--- config.mk ---
export PLATFORM = sky130hd
export DESIGN_NAME = pcat_top
export DESIGN_NICKNAME = d
export VERILOG_FILES = /design/src/pcat_pkg.sv /design/src/pcat_sync.sv /design/src/pcat_chan.sv /design/src/pcat_top.sv
export SDC_FILE = /design/constraint.sdc
export NUM_CORES = 1
export LEC_CHECK = 0
export BUFFER_PORTS_ARGS = -buffer_cell sky130_fd_sc_hd__buf_2
export CAP_MARGIN = 5
export CORE_ASPECT_RATIO = 0.75
export CORE_MARGIN = 1.5
export CORE_UTILIZATION = 48
export DETAILED_ROUTE_END_ITERATION = 10
export GPL_TIMING_DRIVEN = 0
export PLACE_DENSITY = 0.71
export SLEW_MARGIN = 20
export SYNTH_ARGS = -nofsm -noshare
export SYNTH_HDL_FRONTEND = slang
export SYNTH_SLANG_ARGS = --single-unit
--- constraint.sdc ---
create_clock -name sys_clk -period 2.3 [get_ports sys_clk]
set_clock_uncertainty 0.1 [all_clocks]
set_input_delay 0.115 -clock sys_clk [delete_from_list [all_inputs] [get_ports sys_clk]]
set_output_delay 0.115 -clock sys_clk [all_outputs]
set_load 0.005 [all_outputs]
--- src/pcat_pkg.sv ---
// shared constants and types for the counter array timebase block
package pcat_pkg;
	// ------------------------------------------------------------
	// register byte offsets
	// ------------------------------------------------------------
	localparam logic [7:0] OFS_CTRL     = 8'h00;
	localparam logic [7:0] OFS_FLAGS    = 8'h04;
	localparam logic [7:0] OFS_CNT_LO   = 8'h08;
	localparam logic [7:0] OFS_CNT_HI   = 8'h0c;
	localparam logic [7:0] OFS_CH_MODE  = 8'h10;
	localparam logic [7:0] OFS_CH_CMP   = 8'h14;
	localparam logic [7:0] OFS_CH_STEP  = 8'h08;
	localparam int         NUM_CH       = 3;
	localparam int         WDT_CH       = 2;

	// ------------------------------------------------------------
	// timebase select codes and prescaler counts
	// ------------------------------------------------------------
	localparam logic [2:0] TB_DIV12 = 3'h0;
	localparam logic [2:0] TB_DIV4  = 3'h1;
	localparam logic [2:0] TB_T0OVF = 3'h2;
	localparam logic [2:0] TB_EXTIN = 3'h3;
	localparam logic [2:0] TB_SYS   = 3'h4;
	localparam logic [2:0] TB_OSC8  = 3'h5;
	localparam logic [3:0] DIV_SLOW_LAST = 4'hb;
	localparam logic [1:0] DIV_FAST_LAST = 2'h3;

	// ------------------------------------------------------------
	// channel mode codes
	// ------------------------------------------------------------
	localparam logic [3:0] CM_OFF      = 4'h0;
	localparam logic [3:0] CM_CAP_RISE = 4'h1;
	localparam logic [3:0] CM_CAP_FALL = 4'h2;
	localparam logic [3:0] CM_CAP_ANY  = 4'h3;
	localparam logic [3:0] CM_SOFT_TMR = 4'h4;
	localparam logic [3:0] CM_FAST_OUT = 4'h5;
	localparam logic [3:0] CM_FREQ_OUT = 4'h6;
	localparam logic [3:0] CM_PWM8     = 4'h7;
	localparam logic [3:0] CM_PWM16    = 4'h8;

	// ------------------------------------------------------------
	// register layouts and reset values
	// ------------------------------------------------------------
	typedef struct packed {
		logic       intermediate_overflow_irq_enable;
		logic [1:0] mid_bit_select;
		logic       run;
		logic       idle_suspend_bit;
		logic       watchdog_mode;
		logic [2:0] timebase_select;
		logic       overflow_irq_enable;
	} pcat_ctrl_t;

	typedef struct packed {
		logic [2:0] channel_event_flag;
		logic       intermediate_overflow_flag;
		logic       counter_overflow_flag;
	} pcat_flags_t;

	typedef struct packed {
		logic       channel_irq_enable;
		logic [3:0] mode;
	} pcat_chcfg_t;

	localparam pcat_ctrl_t  CTRL_RST  = 10'h010;
	localparam pcat_flags_t FLAGS_RST = 5'h00;
	localparam pcat_chcfg_t CHCFG_RST = 5'h00;
endpackage

--- src/pcat_sync.sv ---
// two-flop synchroniser for pins and foreign-clock levels
module pcat_sync
	import pcat_pkg::*;
#(
	parameter int W = 1
)
(
	// clock and reset
	input  wire logic         sys_clk,
	input  wire logic         rstn,
	// level in and out
	input  wire logic [W-1:0] d,
	output logic      [W-1:0] q
);
	logic [W-1:0] meta_reg;

	// first stage feeds only the second
	always_ff @(posedge sys_clk or negedge rstn)
	begin
		if (!rstn)
		begin
			meta_reg <= '0;
			q        <= '0;
		end
		else
		begin
			meta_reg <= d;
			q        <= meta_reg;
		end
	end
endmodule

--- src/pcat_chan.sv ---
// one capture/compare channel sharing the main counter
module pcat_chan
	import pcat_pkg::*;
(
	// clock and reset
	input  wire logic        sys_clk,
	input  wire logic        rstn,
	// counter view
	input  wire logic [15:0] count,
	input  wire logic        fresh,
	// configuration
	input  wire logic [3:0]  mode,
	input  wire logic [15:0] cmp,
	// synchronised pin level
	input  wire logic        pin,
	// results
	output logic             evt,
	output logic             cmp_load,
	output logic [15:0]      cmp_load_val,
	output logic             io_out,
	output logic             io_oe_n
);
	logic pin_d;
	logic io_next;

	// edge and match detection
	wire rise    = pin & ~pin_d;
	wire fall    = ~pin & pin_d;
	wire match16 = fresh & (count == cmp);
	wire match8  = fresh & (count[7:0] == cmp[7:0]);
	wire cap     = ((mode == CM_CAP_RISE) & rise) | ((mode == CM_CAP_FALL) & fall)
		| ((mode == CM_CAP_ANY) & (rise | fall));
	wire cmp_md  = (mode == CM_SOFT_TMR) | (mode == CM_FAST_OUT) | (mode == CM_PWM16)
		| (mode == CM_FREQ_OUT);
	wire drives  = (mode >= CM_FAST_OUT) & (mode <= CM_PWM16);
	wire [7:0] freq_lo = 8'(cmp[7:0] + cmp[15:8]);

	// flag source and compare reload
	assign evt          = cap | (cmp_md & match16) | ((mode == CM_PWM8) & match8);
	assign cmp_load     = cap | ((mode == CM_FREQ_OUT) & match8);
	assign cmp_load_val = cap ? count : {cmp[15:8], freq_lo};

	// output line per mode
	always_comb
	begin
		io_next = io_out;
		case (mode)
			CM_FAST_OUT: io_next = io_out ^ match16;
			CM_FREQ_OUT: io_next = io_out ^ match8;
			CM_PWM8:     io_next = count[7:0] < cmp[7:0];
			CM_PWM16:    io_next = count < cmp;
			default:     io_next = io_out;
		endcase
	end

	// pin history, output flop and drive enable
	always_ff @(posedge sys_clk or negedge rstn)
	begin
		if (!rstn)
		begin
			pin_d   <= 1'b0;
			io_out  <= 1'b0;
			io_oe_n <= 1'b1;
		end
		else
		begin
			pin_d   <= pin;
			io_out  <= io_next;
			io_oe_n <= ~drives;
		end
	end
endmodule

--- src/pcat_top.sv ---
// counter array core: timebase, 16-bit counter, flags and apb registers
// What this block does
// - counter is 16 bits, seen by software as low and high byte registers.
// - reading the low byte latches the high byte for the next high read.
// - reading either counter byte never disturbs counting.
// - a 3-bit field picks the timebase; codes 11x are reserved.
// - external input counts on falling edges, at most half the system rate.
// - the oscillator divided by eight is synchronised before use.
// - wrap from all ones to zero sets the counter overflow flag.
// - overflow flag requests an interrupt only while its enable is set.
// - overflow flag stays set until software clears it.
// - with idle suspend clear, counting continues during processor idle.
// - five flags: main overflow, intermediate overflow, one per channel.
// - every flag sets on its trigger regardless of its enable.
// - each flag has an enable; request is the or of enabled flags.
// - three capture/compare channels share the counter, each with an io line.
// - each channel runs one of eight modes independently.
// - channel 2 starts as watchdog after reset; restricts some register writes.
// - channel flags are not auto-cleared; software clears them.
module pcat_top
	import pcat_pkg::*;
(
	// clock and reset
	input  wire logic        sys_clk,
	input  wire logic        rstn,
	// apb slave
	input  wire logic        psel,
	input  wire logic        penable,
	input  wire logic        pwrite,
	input  wire logic [7:0]  paddr,
	input  wire logic [31:0] pwdata,
	output logic      [31:0] prdata,
	output logic             pready,
	output logic             pslverr,
	// count sources
	input  wire logic        external_count_input,
	input  wire logic        ext_osc_div8,
	input  wire logic        timer0_overflow,
	input  wire logic        cpu_idle,
	// channel io lines
	input  wire logic [2:0]  channel_io_in,
	output logic      [2:0]  channel_io_out,
	output logic      [2:0]  channel_io_oe_n,
	// requests
	output logic             irq,
	output logic             wdt_reset_req
);
	// ------------------------------------------------------------
	// state
	// ------------------------------------------------------------
	pcat_ctrl_t  ctrl_reg;
	pcat_flags_t flags_reg;
	pcat_flags_t flags_next;
	pcat_chcfg_t chcfg_reg [NUM_CH];
	logic [15:0] cmp_reg [NUM_CH];
	logic [15:0] cnt_reg;
	logic [15:0] cnt_next;
	logic [7:0]  snap_reg;
	logic [3:0]  div12_reg;
	logic [1:0]  div4_reg;
	logic        fresh_reg;
	logic        eci_d;
	logic        osc_d;
	logic        eci_s;
	logic        osc_s;
	logic [2:0]  pin_s;
	logic [2:0]  ch_evt;
	logic [31:0] rdata_mux;

	// ------------------------------------------------------------
	// pin synchronisers
	// ------------------------------------------------------------
	pcat_sync #(.W(5)) u_sync (
		.sys_clk (sys_clk),
		.rstn    (rstn),
		.d       ({channel_io_in, ext_osc_div8, external_count_input}),
		.q       ({pin_s, osc_s, eci_s})
	);

	// ------------------------------------------------------------
	// apb decode
	// ------------------------------------------------------------
	wire setup   = psel & ~penable;
	wire access  = psel & penable & pready;
	wire wr      = access & pwrite;
	wire rd_set  = setup & ~pwrite;
	wire wdt_on  = ctrl_reg.watchdog_mode;
	wire hit_ctl = paddr == OFS_CTRL;
	wire hit_flg = paddr == OFS_FLAGS;
	wire hit_lo  = paddr == OFS_CNT_LO;
	wire hit_hi  = paddr == OFS_CNT_HI;
	logic [NUM_CH-1:0] hit_md;
	logic [NUM_CH-1:0] hit_cp;
	wire hit_any = hit_ctl | hit_flg | hit_lo | hit_hi | (|hit_md) | (|hit_cp);
	// counter writes are locked out while the watchdog runs
	wire wr_lo   = wr & hit_lo & ~wdt_on;
	wire wr_hi   = wr & hit_hi & ~wdt_on;
	wire cnt_wr  = wr_lo | wr_hi;

	// ------------------------------------------------------------
	// timebase selection
	// ------------------------------------------------------------
	wire eci_fall = ~eci_s & eci_d;
	wire osc_rise = osc_s & ~osc_d;
	logic tick;
	always_comb
	begin
		case (ctrl_reg.timebase_select)
			TB_DIV12: tick = div12_reg == DIV_SLOW_LAST;
			TB_DIV4:  tick = div4_reg == DIV_FAST_LAST;
			TB_T0OVF: tick = timer0_overflow;
			TB_EXTIN: tick = eci_fall;
			TB_SYS:   tick = 1'b1;
			TB_OSC8:  tick = osc_rise;
			default:  tick = 1'b0;
		endcase
	end
	wire halted  = ctrl_reg.idle_suspend_bit & cpu_idle;
	wire advance = tick & ctrl_reg.run & ~halted;

	// ------------------------------------------------------------
	// counter and overflow detection
	// ------------------------------------------------------------
	wire [15:0] mid_mask = 16'((16'h0100 << ctrl_reg.mid_bit_select) - 16'h0001);
	wire cf_evt  = advance & (cnt_reg == 16'hffff);
	wire mid_evt = advance & (&(cnt_reg | ~mid_mask));
	always_comb
	begin
		cnt_next = cnt_reg;
		if (advance)
			cnt_next = 16'(cnt_reg + 16'h0001);
		if (wr_lo)
			cnt_next = {cnt_next[15:8], pwdata[7:0]};
		if (wr_hi)
			cnt_next = {pwdata[7:0], cnt_next[7:0]};
	end

	// prescalers run always, so a timebase switch lands mid-period
	always_ff @(posedge sys_clk or negedge rstn)
	begin
		if (!rstn)
		begin
			div12_reg <= '0;
			div4_reg  <= '0;
			eci_d     <= 1'b0;
			osc_d     <= 1'b0;
			cnt_reg   <= '0;
			fresh_reg <= 1'b0;
		end
		else
		begin
			div12_reg <= (div12_reg == DIV_SLOW_LAST) ? 4'h0 : 4'(div12_reg + 4'h1);
			div4_reg  <= 2'(div4_reg + 2'h1);
			eci_d     <= eci_s;
			osc_d     <= osc_s;
			cnt_reg   <= cnt_next;
			fresh_reg <= advance | cnt_wr;
		end
	end

	// ------------------------------------------------------------
	// channels
	// ------------------------------------------------------------
	genvar g;
	generate
		for (g = 0; g < NUM_CH; g++)
		begin : gen_ch
			logic        ld;
			logic [15:0] ld_val;
			wire  [7:0]  md_ofs = 8'(OFS_CH_MODE + 8'(g) * OFS_CH_STEP);
			wire  [7:0]  cp_ofs = 8'(OFS_CH_CMP + 8'(g) * OFS_CH_STEP);
			// channel 2 mode is frozen while it acts as watchdog; its compare stays writable
			wire         lock   = (g == WDT_CH) & wdt_on;
			assign hit_md[g] = paddr == md_ofs;
			assign hit_cp[g] = paddr == cp_ofs;

			pcat_chan u_chan (
				.sys_clk      (sys_clk),
				.rstn         (rstn),
				.count        (cnt_reg),
				.fresh        (fresh_reg),
				.mode         (chcfg_reg[g].mode),
				.cmp          (cmp_reg[g]),
				.pin          (pin_s[g]),
				.evt          (ch_evt[g]),
				.cmp_load     (ld),
				.cmp_load_val (ld_val),
				.io_out       (channel_io_out[g]),
				.io_oe_n      (channel_io_oe_n[g])
			);

			// hardware capture beats a software write in the same cycle
			always_ff @(posedge sys_clk or negedge rstn)
			begin
				if (!rstn)
				begin
					chcfg_reg[g] <= CHCFG_RST;
					cmp_reg[g]   <= '0;
				end
				else
				begin
					if (wr & hit_md[g] & ~lock)
						chcfg_reg[g] <= pwdata[4:0];
					if (ld)
						cmp_reg[g] <= ld_val;
					else if (wr & hit_cp[g])
						cmp_reg[g] <= pwdata[15:0];
				end
			end
		end
	endgenerate

	// ------------------------------------------------------------
	// flags and interrupt request
	// ------------------------------------------------------------
	wire [4:0] flag_set = {ch_evt, mid_evt, cf_evt};
	wire [4:0] flag_clr = (wr & hit_flg) ? pwdata[4:0] : 5'h00;
	wire [4:0] flag_en  = {chcfg_reg[2].channel_irq_enable, chcfg_reg[1].channel_irq_enable,
		chcfg_reg[0].channel_irq_enable, ctrl_reg.intermediate_overflow_irq_enable,
		ctrl_reg.overflow_irq_enable};
	// write one to clear; a same-cycle set wins
	assign flags_next = (flags_reg & ~flag_clr) | flag_set;
	wire irq_any = |(flags_next & flag_en);
	wire wdt_trip = wdt_on & fresh_reg & (cnt_reg[15:8] == cmp_reg[WDT_CH][15:8]);

	// ------------------------------------------------------------
	// apb read mux
	// ------------------------------------------------------------
	always_comb
	begin
		rdata_mux = '0;
		if (hit_ctl)
			rdata_mux = {22'h0, ctrl_reg};
		if (hit_flg)
			rdata_mux = {27'h0, flags_reg};
		if (hit_lo)
			rdata_mux = {24'h0, cnt_reg[7:0]};
		if (hit_hi)
			rdata_mux = {24'h0, snap_reg};
		for (int i = 0; i < NUM_CH; i++)
		begin
			if (hit_md[i])
				rdata_mux = {27'h0, chcfg_reg[i]};
			if (hit_cp[i])
				rdata_mux = {16'h0, cmp_reg[i]};
		end
	end

	// ------------------------------------------------------------
	// registers, bus answer and outputs
	// ------------------------------------------------------------
	always_ff @(posedge sys_clk or negedge rstn)
	begin
		if (!rstn)
		begin
			ctrl_reg      <= CTRL_RST;
			flags_reg     <= FLAGS_RST;
			snap_reg      <= '0;
			prdata        <= '0;
			pready        <= 1'b0;
			pslverr       <= 1'b0;
			irq           <= 1'b0;
			wdt_reset_req <= 1'b0;
		end
		else
		begin
			if (wr & hit_ctl & wdt_on)
				ctrl_reg.watchdog_mode <= pwdata[4];
			else if (wr & hit_ctl)
				ctrl_reg <= pwdata[9:0];
			flags_reg     <= flags_next;
			if (rd_set & hit_lo)
				snap_reg <= cnt_reg[15:8];
			prdata        <= rd_set ? rdata_mux : 32'h0;
			pready        <= setup;
			pslverr       <= setup & ~hit_any;
			irq           <= irq_any;
			wdt_reset_req <= wdt_trip;
		end
	end
endmodule

# Yosys cells after proc, flatten, opt, wreduce, memory -nomap -nowiden
# Index checks and enable logic that the tools add are counted.
[word_totals] in_bits=52 ff_bits=166 wordCells=290 out_inout_bits=42
[op_classes] reduce_logical=17 n_mux=31 addsub=7 n_eq_ne=51 bitwise=126 shifts=1 n_lt_le_gt_ge=12
[op_table] op="32-bit 2-to-1 mux" n=10
[op_table] op="16-bit 2-to-1 mux" n=11
[op_table] op="1-bit bitwise AND" n=63
[op_table] op="16-bit == test" n=3
[op_table] op="4-bit by 3-bit == test with 1-bit output, second input constant" n=12
[op_table] op="16-bit less-than comparator" n=3
[op_table] op="1-bit OR" n=34
[op_table] op="8-bit by 5-bit == test with 1-bit output, second input constant" n=4
[op_table] op="8-bit == test" n=4
[op_table] op="8-bit adder" n=3
[op_table] op="4-bit by 2-bit == test with 1-bit output, second input constant" n=6
[op_table] op="8-bit less-than comparator" n=3
[op_table] op="1-bit inverter" n=17
[op_table] op="16-bit by 1-bit adder with 16-bit output, second input constant" n=1
[op_table] op="16-bit == test, second input constant" n=1
[op_table] op="4-bit == test, second input constant" n=4
[op_table] op="8-bit by 4-bit == test with 1-bit output, second input constant" n=2
[op_table] op="8-bit by 6-bit == test with 1-bit output, second input constant" n=2
[op_table] op="16-bit inverter" n=1
[op_table] op="16-bit OR" n=1
[op_table] op="16-bit AND reduction" n=1
[op_table] op="9-bit by 2-bit left shift with 16-bit output, first input constant" n=1
[op_table] op="16-bit by 1-bit subtractor with 16-bit output, second input constant" n=1
[op_table] op="4-bit by 1-bit == test with 1-bit output, second input constant" n=3
[op_table] op="other kinds (28)" n=54

# Longest topological paths before layout
# Gate-level depths: netlist of run 1.
[logic_depth] ltp_word=12 depth_mapped=10 depth_no_buf=9

# Hierarchy
# A second synthesis of run 1 with hierarchy kept.
[hier_totals] hier_cells=1180 area_unflattened_um2=10577.6
[by_module_without_submodules] module="pcat_top" area_per_inst_um2=6815.3 n_inst=1 cells_each=678 seq_area_each_um2=3279.4
[by_module_without_submodules] module="pcat_chan at gen_ch[0].u_chan ..." area_per_inst_um2=1179.9 n_inst=2 cells_each=165 seq_area_each_um2=76.3
[by_module_without_submodules] module="pcat_chan at gen_ch[2].u_chan" area_per_inst_um2=1152.4 n_inst=1 cells_each=162 seq_area_each_um2=76.3
[by_module_without_submodules] module="pcat_sync" area_per_inst_um2=250.2 n_inst=1 cells_each=10 seq_area_each_um2=250.2

# Worst setup path before layout of run 1
# Ideal clock, no wire load.
[synth_timing] path_kind="register -> register" startpoint="register cnt_reg[7]" endpoint="register cmp_reg[1] (netlist bit)" required_ps=2074 setup_ps=126 period_less_slack_ps=2349 setup_slack_ps=-49 t_arrival_ps=2123 n_path_buf=1 stages_incl_launch_ff=8 path_cell_list="dfrtp_1 > ha_1 > nand4_1 > nor4b_1 > nand3b_1 > and3_1 > buf_2 > a221o_1"
[synth_between] elab_chain_cells=5 elab_cells_between_ends=6 classes_between="1 x eq/ne; 1 x mux; 3 x bitwise; 1 x reduce/logical"
[synth_rtl] element="start: declaration" line_no="pcat_top.sv:56" rtl="logic [15:0] cnt_reg;"
[synth_rtl] element="start signal: assignment" line_no="pcat_top.sv:156" rtl="cnt_reg <= cnt_next;"
[synth_rtl] element="8-bit == test (*)" line_no="pcat_chan.sv:30" rtl="wire match8 = fresh & (count[7:0] == cmp[7:0]);"
[synth_rtl] element="1-bit bitwise AND (*)" line_no="pcat_chan.sv:30"
[synth_rtl] element="1-bit bitwise AND (*)" line_no="pcat_chan.sv:40" rtl="assign cmp_load = cap | ((mode == CM_FREQ_OUT) & match8);"
[synth_rtl] element="1-bit OR (*)" line_no="pcat_chan.sv:40"
[synth_rtl] element="16-bit 2-to-1 mux / 2-bit nonzero test (equally long branches)"
[synth_rtl] element="end signal: indexed assignment" line_no="pcat_top.sv:205" rtl="cmp_reg[g] <= ld_val;"
[synth_rtl] element="end signal: indexed assignment" line_no="pcat_top.sv:207" rtl="cmp_reg[g] <= pwdata[15:0];"
[synth_rtl] element="end: declaration" line_no="pcat_top.sv:55" rtl="logic [15:0] cmp_reg [NUM_CH];"
# Mark *: on every way between the ends. The rest lies on a longest branch, timed or not.
# A chain may end at the register's enable or synchronous reset.

# Worst setup path after layout of run 1
[layout_timing] startpoint="register cnt_reg[0]" endpoint="register cmp_reg[0] (netlist bit)"
[layout_between] elab_chain_cells=5 elab_cells_between_ends=7 classes_between="1 x eq/ne; 2 x mux; 3 x bitwise; 1 x reduce/logical"
[layout_rtl] element="8-bit == test" line_no="pcat_chan.sv:30"
[layout_rtl] element="1-bit bitwise AND" line_no="pcat_chan.sv:30"
[layout_rtl] element="1-bit bitwise AND" line_no="pcat_chan.sv:40"
[layout_rtl] element="1-bit OR" line_no="pcat_chan.sv:40"
[layout_rtl] element="16-bit 2-to-1 mux / 2-bit nonzero test (equally long branches)"
# Parallel ways exist; a longest one is shown, timed or not. The select of a mux whose other input is x is not followed.

==> results of run 1 <==
## cells by family after synthesis
logic type               Yosys count  share of synthesized area
XOR/XNOR                          37                     0.0330
adder cells (fa/ha/maj)           82                      0.107
AND/OR/NAND/NOR                  310                      0.165
flip-flops                       150                      0.383
multiplexers                      66                     0.0725
AO/OA/AOI/OAI                    260                      0.175
other                              1                   0.000382
buffers and inverters            140                     0.0644
## timing repair
action | in CTS | in global routing
pin swaps | 13 | 37
gates resized for setup | 73 | 54
hold buffers | 22 | 0
endpoints found under the hold margin | 100 | 0
setup buffers | 35 | 20
setup endpoints to repair | 83 | 61
## report_power, final
part / total, W / leakage (nW) / switching (W) / internal, W
Combinational: 0.000803 / 3.58 / 0.000471 / 0.000332
Sequential: 0.00280 / 1.80 / 0.0000922 / 0.00271
Clock: 0.00279 / 0.285 / 0.00128 / 0.00151
## area by class of cell
class / instances / area, um2 / area share
inverter: 70 / 267 / 0.0218
buffer: 64 / 379 / 0.0310
multi-input combinational: 771 / 5900 / 0.483
clock buffer: 17 / 425 / 0.0348
clock inverter: 15 / 140 / 0.0115
sequential: 150 / 3790 / 0.310
antenna: 1 / 2.50 / 0.000205
timing repair buffer: 134 / 1010 / 0.0822
tap: 258 / 323 / 0.0264
## per-stage QoR
stage	hold WS [ns]	setup WS, ns	util
2_1_floorplan	-0.281	0.0319	-
3_3_place_gp	0.123	-1.32	0.520
3_5_place_dp	-0.00625	-0.730	0.522
4_1_cts	0.0845	-0.000225	0.589
5_1_grt	0.141	-0.0768	0.607
6_report	0.0937	-0.0185	0.607
## worst max path at each step
stage	start	to	cells after the start	slack, ns
2_1_floorplan	cnt_reg[7]	cmp_reg[1]	7	0.03
6_report	cnt_reg[0]	cmp_reg[0]	10	-0.02
3_3_place_gp	rstn	u_sync.meta_reg[3]	1	-1.32
3_5_place_dp	cnt_reg[0]	cmp_reg[9]	9	-0.73
4_1_cts	cnt_reg[4]	cmp_reg[31]	10	-0.0002
5_1_grt	cnt_reg[0]	cmp_reg[1]	10	-0.08
## metal layers
| metal | GRT usage | vias to the layer above | wire length, um |
|---|---|---|---|
| met1 | 0.456 | 4571 | 14200 |
| met3 | 0.105 | 78 | 4550 |
| met2 | 0.471 | 566 | 14300 |
| met4 | 0.108 | 0 | 891 |
| li1 | - | 4071 | - |
| met5 | 0 | - | 0 |
## worst reg2reg max path: stages, from the launching register on
cell        delay (ns)
dfrtp_2           0.41
clkinvlp_4        0.11
buf_6             0.15
ha_4              0.27
nand2_4           0.05
nor4b_4           0.29
nand3b_1          0.19
buf_4             0.20
nand2_4           0.08
nor2_4            0.04
a221o_1           0.31
## cells in the final DEF (no fill, tap or decap), types with 13 or more instances in the layout
cell and instances:
a21oi_1 41, buf_2 64, clkbuf_16 17, dfrtp_2 23
nor2_1 50, inv_1 67, nor3_1 17, nand2b_1 13
nor2b_1 19, o21ai_1 16, dfrtp_1 123, mux2_2 31
conb_1 16, dlygate4sd3_1 22, nand2_1 102, xnor2_1 29
buf_4 70, a22oi_1 28, clkbuf_1 18, mux2i_1 34
nand3_1 22, nand4_1 16, o21ai_0 58, ha_1 70
==> report_table.html, run 1 <==
<table>
<tr><th>Metric</th><th>Value</th></tr>
<tr><th colspan="2">Setup path</th></tr>
<tr><td>Number of buffer and inverter stages on the critical path</td><td>3</td></tr>
<tr><td>Family of cells with the greatest summed delay on the critical path</td><td>simple AND/OR/NAND/NOR gates</td></tr>
<tr><td>Worst reg2reg startpoint</td><td>cnt_reg[0]</td></tr>
<tr><td>Worst path most repeated cell</td><td>nand2_4</td></tr>
<tr><td>R2R depth</td><td>10</td></tr>
<tr><td>Kind of capture point of the worst setup path</td><td>flip-flop</td></tr>
<tr><td>Data required, critical path</td><td>2.52 ns</td></tr>
<tr><td>Worst flop-to-flop path endpoint</td><td>cmp_reg[0]</td></tr>
<tr><td>Worst path arrival time</td><td>between 2 and 3 ns</td></tr>
<tr><td>Worst reg-to-reg setup slack</td><td>-0.02 ns</td></tr>
<tr><td>Critical-path top delay cell</td><td>dfrtp_2</td></tr>
<tr><td>CP max stage delay</td><td>0.41 ns</td></tr>
<tr><td>Crit path kind</td><td>reg -&gt; reg</td></tr>
<tr><td>Worst-path maximum fanout</td><td>3</td></tr>
<tr><td>Kind of launch point of the worst setup path</td><td>flip-flop</td></tr>
<tr><td>Ordered cell list for the critical path</td><td>clkinvlp_4 -&gt; buf_6 -&gt; ha_4 -&gt; nand2_4 -&gt; nor4b_4 -&gt; nand3b_1 -&gt; buf_4 -&gt; nand2_4 -&gt; nor2_4 -&gt; a221o_1</td></tr>
<tr><th colspan="2">Clock tree</th></tr>
<tr><td>Root buf cell</td><td>clkbuf_16</td></tr>
<tr><td>Max Buffers Root-to-Sink</td><td>2</td></tr>
<tr><td>TritonCTS Buffers</td><td>17</td></tr>
<tr><td>Clock latency reported for the late side of the worst-skew pair</td><td>0.45 ns</td></tr>
<tr><td>Number of H-tree branching levels</td><td>4</td></tr>
<tr><td>Total clock sinks</td><td>150</td></tr>
<tr><td>Clock slew seen by the registers of the worst setup and hold paths</td><td>0.07 ns</td></tr>
<tr><td>Clock tree from TritonCTS</td><td>built</td></tr>
<tr><th colspan="2">Cells and area</th></tr>
<tr><td>Area added between synthesis and finish</td><td>24.7%</td></tr>
<tr><td>Fraction of final layout cells sized beyond drive strength 1</td><td>0.264</td></tr>
<tr><td>Total number of nets in the final design</td><td>roughly 1300</td></tr>
<tr><td>Area of all placed cells without fillers</td><td>0.0122 mm2</td></tr>
<tr><td>Fillcell total</td><td>1676</td></tr>
<tr><td>Non-filler instance count after layout</td><td>1480</td></tr>
<tr><td>Flip-flop count of the largest register after layout</td><td>48</td></tr>
<tr><th colspan="2">Floorplanning</th></tr>
<tr><td>Vertical die dimension</td><td>approximately 130 um</td></tr>
<tr><td>Starting utilization of the core area</td><td>0.487</td></tr>
<tr><td>CORE AREA</td><td>between 0.02 and 0.025 mm2</td></tr>
<tr><td>Number of standard-cell rows in the floorplan</td><td>between 40 and 50</td></tr>
<tr><td>DIE WIDTH</td><td>168 um</td></tr>
<tr><td>Floorplan die area</td><td>0.0213 mm2</td></tr>
<tr><td>Top-level port count</td><td>94</td></tr>
<tr><th colspan="2">Place</th></tr>
<tr><td>Detailed placement HPWL</td><td>23800 um</td></tr>
<tr><td>Post-Place Cell Area</td><td>0.0105 mm2</td></tr>
<tr><td>Number of buffer cells added on primary ports</td><td>56</td></tr>
<tr><td>Post-placement cell count</td><td>1376</td></tr>
<tr><td>Placer congestion estimate</td><td>a little under 1</td></tr>
<tr><th colspan="2">GRT</th></tr>
<tr><td>Global-route usage over all layers</td><td>0.324</td></tr>
<tr><td>Maximum number of pins on one net before global-route repair</td><td>90</td></tr>
<tr><td>First-pass GRT wire length</td><td>~52000 um</td></tr>
<tr><td>Remaining global-route overflow</td><td>0</td></tr>
<tr><td>Initial antenna violation count</td><td>0</td></tr>
<tr><td>Via count of the first global-routing pass</td><td>8738</td></tr>
<tr><th colspan="2">Run status</th></tr>
<tr><td>Failing checks</td><td>setup timing</td></tr>
<tr><td>Status</td><td>complete, but fails checks</td></tr>
<tr><th colspan="2">Logic synthesis</th></tr>
<tr><td>Biggest area contributors in the synthesized netlist</td><td>dfrtp_1 37%, ha_1 10%, nand2_1 4.0%</td></tr>
<tr><td>Average cell area after synthesis</td><td>9.38 um2</td></tr>
<tr><td>Cell with the most instances after synthesis</td><td>dfrtp_1</td></tr>
<tr><td>Top cell types by occurrence after synthesis</td><td>146 x dfrtp_1, 104 x nand2_1, 79 x ha_1</td></tr>
<tr><td>Syn. warnings</td><td>0</td></tr>
<tr><td>Post-synthesis instance area</td><td>0.00981 mm2</td></tr>
<tr><td>Share of the synthesized area in the top cell type</td><td>0.372</td></tr>
<tr><td>Yosys cell types</td><td>a little under 80</td></tr>
<tr><td>Synthesized flop and latch total</td><td>150</td></tr>
<tr><td>Prevailing post-synth register cell</td><td>dfrtp_1</td></tr>
<tr><td>Count of flip-flops with a built-in enable after synthesis</td><td>0</td></tr>
<tr><td>Largest area contributor in the netlist</td><td>dfrtp_1</td></tr>
<tr><td>Part of the Yosys area used for sequential elements</td><td>0.383</td></tr>
<tr><td>Cell count after synthesis</td><td>1046</td></tr>
<tr><td>Ys async rst share</td><td>1.00</td></tr>
<tr><th colspan="2">Power and ir drop</th></tr>
<tr><td>Static leakage power</td><td>5.67 nW</td></tr>
<tr><td>Final total power</td><td>0.00639 W</td></tr>
<tr><td>Worst ir drop on vdd</td><td>0.728 mV</td></tr>
<tr><td>Cell Pwr Density</td><td>523 mW/mm2</td></tr>
<tr><th colspan="2">STA</th></tr>
<tr><td>Total of endpoints with negative setup slack in the final report</td><td>4</td></tr>
<tr><td>Final Hold Fails</td><td>0</td></tr>
<tr><td>Pin slew with the least headroom to its limit</td><td>1.08 ns</td></tr>
<tr><td>Sum of negative setup slack</td><td>-0.0395 ns</td></tr>
<tr><td>Setup slack of the critical path after layout</td><td>-0.0185 ns</td></tr>
<tr><td>Worst max-slew margin expressed relative to the limit</td><td>0.283</td></tr>
<tr><td>Tmin final</td><td>roughly 2.3 ns</td></tr>
<tr><td>RSZ-0062 raised after global routing</td><td>true</td></tr>
<tr><td>Share of the cycle needed by the critical path after routing</td><td>1.01</td></tr>
<tr><td>Max-slew violation total from the final report</td><td>0</td></tr>
<tr><td>Achievable frequency</td><td>431 MHz</td></tr>
<tr><th colspan="2">Drt</th></tr>
<tr><td>Detailed Route WL</td><td>34000 um</td></tr>
<tr><td>Number of iterations in the first detailed-routing pass</td><td>7</td></tr>
<tr><td>Wire per inst</td><td>23.0 um</td></tr>
<tr><td>Vias</td><td>9286</td></tr>
<tr><td>DRC violation count after routing</td><td>0</td></tr>
<tr><td>Vias per Instance</td><td>roughly 6.3</td></tr>
<tr><td>Remaining number of nets flagged by the antenna check after routing</td><td>0</td></tr>
<tr><td>DRC marker count from the first detailed-route iteration</td><td>1015</td></tr>
<tr><th colspan="2">Min path</th></tr>
<tr><td>Hold Startpoint</td><td>paddr[5]</td></tr>
<tr><td>Number of cells on the worst hold path</td><td>4</td></tr>
<tr><td>Worst min-delay path class</td><td>in -&gt; reg</td></tr>
<tr><td>Worst min-delay path endpoint</td><td>pslverr</td></tr>
<tr><th colspan="2">Job</th></tr>
<tr><td>Maxcap violations</td><td>0</td></tr>
</table>
(Power assumes the default switching activity.)
==> run 2, diff against run 1 <==
--- a/config.mk
+++ b/config.mk
@@ -9,10 +9,10 @@
 export CAP_MARGIN = 5
 export CORE_ASPECT_RATIO = 0.75
 export CORE_MARGIN = 1.5
-export CORE_UTILIZATION = 48
+export CORE_UTILIZATION = 38
 export DETAILED_ROUTE_END_ITERATION = 10
 export GPL_TIMING_DRIVEN = 0
-export PLACE_DENSITY = 0.71
+export PLACE_DENSITY = 0.59
 export SLEW_MARGIN = 20
 export SYNTH_ARGS = -nofsm -noshare
 export SYNTH_HDL_FRONTEND = slang
==> run 2 against run 1 <==
Net effect: the flow still finishes with violations (setup timing); global-route usage fell by 6.4 points; sequential share of layout area barely moved; combinational power fell by 3.0%; critical endpoint is now cmp_reg[23]; highest routed layer unchanged.
==> report_table.html, run 2 (synthesis results as in run 1) <==
<table>
<tr><th>Metric</th><th>Value</th></tr>
<tr><th colspan="2">STA</th></tr>
<tr><td>Share of the cycle needed by the critical path after routing</td><td>1.02 (was 1.01)</td></tr>
<tr><td>Max-slew violation total from the final report</td><td>0 (unchanged)</td></tr>
<tr><td>RSZ-0062 raised after global routing</td><td>true (unchanged)</td></tr>
<tr><td>Worst max-slew margin expressed relative to the limit</td><td>0.288 (was 0.283)</td></tr>
<tr><td>Setup slack of the critical path after layout</td><td>-0.0487 ns (was -0.0185 ns)</td></tr>
<tr><td>Pin slew with the least headroom to its limit</td><td>1.07 ns (was 1.08 ns)</td></tr>
<tr><td>Total of endpoints with negative setup slack in the final report</td><td>10 (was 4)</td></tr>
<tr><td>Tmin final</td><td>2.35 ns (was 2.32 ns)</td></tr>
<tr><td>Final Hold Fails</td><td>0 (unchanged)</td></tr>
<tr><td>Achievable frequency</td><td>426 MHz (was 431 MHz)</td></tr>
<tr><th colspan="2">GRT</th></tr>
<tr><td>Initial antenna violation count</td><td>1 (was 0)</td></tr>
<tr><td>Via count of the first global-routing pass</td><td>8372 (was 8738)</td></tr>
<tr><td>First-pass GRT wire length</td><td>51300 um (was 51600 um)</td></tr>
<tr><td>Global-route usage over all layers</td><td>0.260 (was 0.324)</td></tr>
<tr><td>Remaining global-route overflow</td><td>0 (unchanged)</td></tr>
<tr><td>Maximum number of pins on one net before global-route repair</td><td>92 (was 90)</td></tr>
<tr><th colspan="2">Place</th></tr>
<tr><td>Detailed placement HPWL</td><td>25200 um (was 23800 um)</td></tr>
<tr><td>Worst slack at placement</td><td>-0.705 ns (was -0.730 ns)</td></tr>
<tr><td>Post-placement cell count</td><td>1456 (was 1376)</td></tr>
<tr><td>Placer congestion estimate</td><td>0.924 (was 0.994)</td></tr>
<tr><td>Number of buffer cells added on primary ports</td><td>56 (unchanged)</td></tr>
<tr><th colspan="2">Cells and area</th></tr>
<tr><td>Fraction of final layout cells sized beyond drive strength 1</td><td>0.254 (was 0.264)</td></tr>
<tr><td>Antenna diode instance count</td><td>0 (was 1)</td></tr>
<tr><td>Area added between synthesis and finish</td><td>24.5% (was 24.7%)</td></tr>
<tr><td>Leading cell type in the layout, fill and taps excluded</td><td>dfrtp_1 (unchanged)</td></tr>
<tr><td>Commonest cells after routing, fill and taps aside</td><td>127 x dfrtp_1, 100 x nand2_1, 73 x ha_1 (was 123 x dfrtp_1, 102 x nand2_1, 70 x ha_1, 70 x buf_4, 67 x inv_1)</td></tr>
<tr><td>Fillcell total</td><td>2406 (was 1676)</td></tr>
<tr><td>Flip-flop count of the largest register after layout</td><td>48 (unchanged)</td></tr>
<tr><td>Non-filler instance count after layout</td><td>1552 (was 1480)</td></tr>
<tr><td>Total number of nets in the final design</td><td>1335 (was 1342)</td></tr>
<tr><th colspan="2">Drt</th></tr>
<tr><td>DRC marker count from the first detailed-route iteration</td><td>952 (was 1015)</td></tr>
<tr><td>Vias per Instance</td><td>5.80 (was 6.27)</td></tr>
<tr><td>Number of iterations in the first detailed-routing pass</td><td>7 (unchanged)</td></tr>
<tr><td>Wire per inst</td><td>22.4 um (was 23.0 um)</td></tr>
<tr><td>Vias</td><td>8998 (was 9286)</td></tr>
<tr><td>DRC violation count after routing</td><td>0 (unchanged)</td></tr>
<tr><td>Detailed Route WL</td><td>34800 um (was 34000 um)</td></tr>
<tr><td>Remaining number of nets flagged by the antenna check after routing</td><td>0 (unchanged)</td></tr>
<tr><th colspan="2">Floorplanning</th></tr>
<tr><td>Top-level port count</td><td>94 (unchanged)</td></tr>
<tr><td>Starting utilization of the core area</td><td>0.390 (was 0.487)</td></tr>
<tr><td>DIE WIDTH</td><td>189 um (was 168 um)</td></tr>
<tr><td>CORE AREA</td><td>0.0251 mm2 (was 0.0202 mm2)</td></tr>
<tr><td>Number of standard-cell rows in the floorplan</td><td>50 (was 45)</td></tr>
<tr><td>Floorplan die area</td><td>0.0268 mm2 (was 0.0213 mm2)</td></tr>
<tr><td>Vertical die dimension</td><td>142 um (was 127 um)</td></tr>
<tr><th colspan="2">Run status</th></tr>
<tr><td>Status</td><td>complete, but fails checks (unchanged)</td></tr>
<tr><td>Failing checks</td><td>setup timing (unchanged)</td></tr>
<tr><th colspan="2">Power and ir drop</th></tr>
<tr><td>Sw Share</td><td>0.282 (was 0.288)</td></tr>
<tr><td>Total net switching power</td><td>0.00188 W (was 0.00184 W)</td></tr>
<tr><td>Clk pwr share</td><td>0.463 (was 0.436)</td></tr>
<tr><td>Gate power share</td><td>0.117 (was 0.126)</td></tr>
<tr><td>Internal Pwr Total</td><td>0.00479 W (was 0.00456 W)</td></tr>
<tr><td>Static leakage power</td><td>5.66 nW (was 5.67 nW)</td></tr>
<tr><td>Cell Pwr Density</td><td>546 mW/mm2 (was 523 mW/mm2)</td></tr>
<tr><td>Proportion of power drawn by flip-flops and latches</td><td>0.420 (was 0.438)</td></tr>
<tr><td>Final total power</td><td>0.00667 W (was 0.00639 W)</td></tr>
<tr><td>Worst ir drop on vdd</td><td>0.554 mV (was 0.728 mV)</td></tr>
<tr><th colspan="2">Clock tree</th></tr>
<tr><td>Number of H-tree branching levels</td><td>4 (unchanged)</td></tr>
<tr><td>Total clock sinks</td><td>150 (unchanged)</td></tr>
<tr><td>Max Buffers Root-to-Sink</td><td>2 (unchanged)</td></tr>
<tr><td>Clock tree from TritonCTS</td><td>built (unchanged)</td></tr>
<tr><td>Clock latency reported for the late side of the worst-skew pair</td><td>0.44 ns (was 0.45 ns)</td></tr>
<tr><td>TritonCTS Buffers</td><td>17 (unchanged)</td></tr>
<tr><td>Root buf cell</td><td>clkbuf_16 (unchanged)</td></tr>
<tr><td>Clock slew seen by the registers of the worst setup and hold paths</td><td>0.07 ns (about the same)</td></tr>
<tr><th colspan="2">Setup path</th></tr>
<tr><td>Crit path kind</td><td>reg -&gt; reg (unchanged)</td></tr>
<tr><td>R2R depth</td><td>9 (was 10)</td></tr>
<tr><td>Data required, critical path</td><td>2.52 ns (about the same)</td></tr>
<tr><td>Worst-path maximum fanout</td><td>6 (was 3)</td></tr>
<tr><td>Kind of capture point of the worst setup path</td><td>flip-flop (unchanged)</td></tr>
<tr><td>Kind of launch point of the worst setup path</td><td>flip-flop (unchanged)</td></tr>
<tr><td>Worst path arrival time</td><td>2.57 ns (was 2.54 ns)</td></tr>
<tr><th colspan="2">Job</th></tr>
<tr><td>Maxcap violations</td><td>0 (unchanged)</td></tr>
<tr><th colspan="2">Min path</th></tr>
<tr><td>Worst min-delay path class</td><td>in -&gt; reg (unchanged)</td></tr>
<tr><td>Number of cells on the worst hold path</td><td>4 (unchanged)</td></tr>
</table>
[run 2: changes by cell type in the layout (fill, tap and decap cells not counted), moves of 4 or more]
| cell | before | now |
|---|---|---|
| dfrtp_2 | 23 | 19 |
| dfrtp_1 | 123 | 127 |
| clkinv_2 | 4 | 0 |
| o21ai_1 | 16 | 10 |
| o21ai_0 | 58 | 63 |
| nand2_2 | 0 | 4 |
| ha_4 | 9 | 5 |
[run 2: worst max-delay path: stages (launching register included)]
cell and delay (ns):
dfrtp_2 0.49, buf_6 0.16, ha_4 0.25, nand4_1 0.14, nor3_4 0.26, and3_1 0.20, buf_6 0.14, or2_4 0.18
nor2_2 0.04, a221o_1 0.27
[run 2: path summary, 6_finish.rpt]
check,start,to,slack [ns]
worst min-delay path,paddr[5],pslverr,0.11
worst max register to register,cnt_reg[7],cmp_reg[23],-0.05
max in group asynchronous,rstn,gen_ch[1].u_chan.io_oe_n,1.10
min in group asynchronous,rstn,cmp_reg[5],0.19
worst max-delay path,cnt_reg[7],cmp_reg[23],-0.05
worst min register to register,u_sync.meta_reg[3],u_sync.q[3],0.25
[run 2: through the flow]
step	utilization	setup TNS, ns	area [um2]	hold WS [ns]
after global routing	0.486	-2.49	12200	0.170
after global placement	0.421	-226.32	10600	0.125
final	0.486	-0.259	12200	0.110
after CTS	0.470	-0.306	11800	0.106
after floorplan	-	0	9880	-0.281
after detailed placement	0.422	-28.35	10600	0.0815
[run 2: area by class of cell]
cell class              count  area, um2  share of cell area
clock inverters            15        203              0.0166
flip-flops and latches    150       3780               0.310
inverters                  70        267              0.0218
well taps                 338        423              0.0346
clock buffers              17        425              0.0348
plain buffers              65        382              0.0312
multi-input cells         771       5800               0.474
repair buffers            126        941              0.0770
[run 2: per-layer routing]
metal	vias up	wire length, um	track usage
li1	4072	-	-
met1	4427	15700	0.370
met2	459	14700	0.368
met3	40	3790	0.0895
met4	0	642	0.0777
met5	-	0	0
[run 2: power by group through the flow]
stage | registers [W] | logic, W | clock network (W)
finish | 0.00280 | 0.000779 | 0.00309
global route | 0.00280 | 0.000856 | 0.00324
CTS | 0.00280 | 0.000739 | 0.00312
detailed placement | 0.00285 | 0.000666 | 0
global placement | 0.00285 | 0.000644 | 0
floorplan | 0.00280 | 0.000422 | 0
[run 2: what timing repair did]
action / 4_1_cts / 5_1_grt
setup endpoints to repair: 85 / 63
gates resized for setup: 56 / 53
hold buffers: 19 / 0
setup buffers: 24 / 26
pin swaps: 10 / 36
endpoints found under the hold margin: 127 / 0
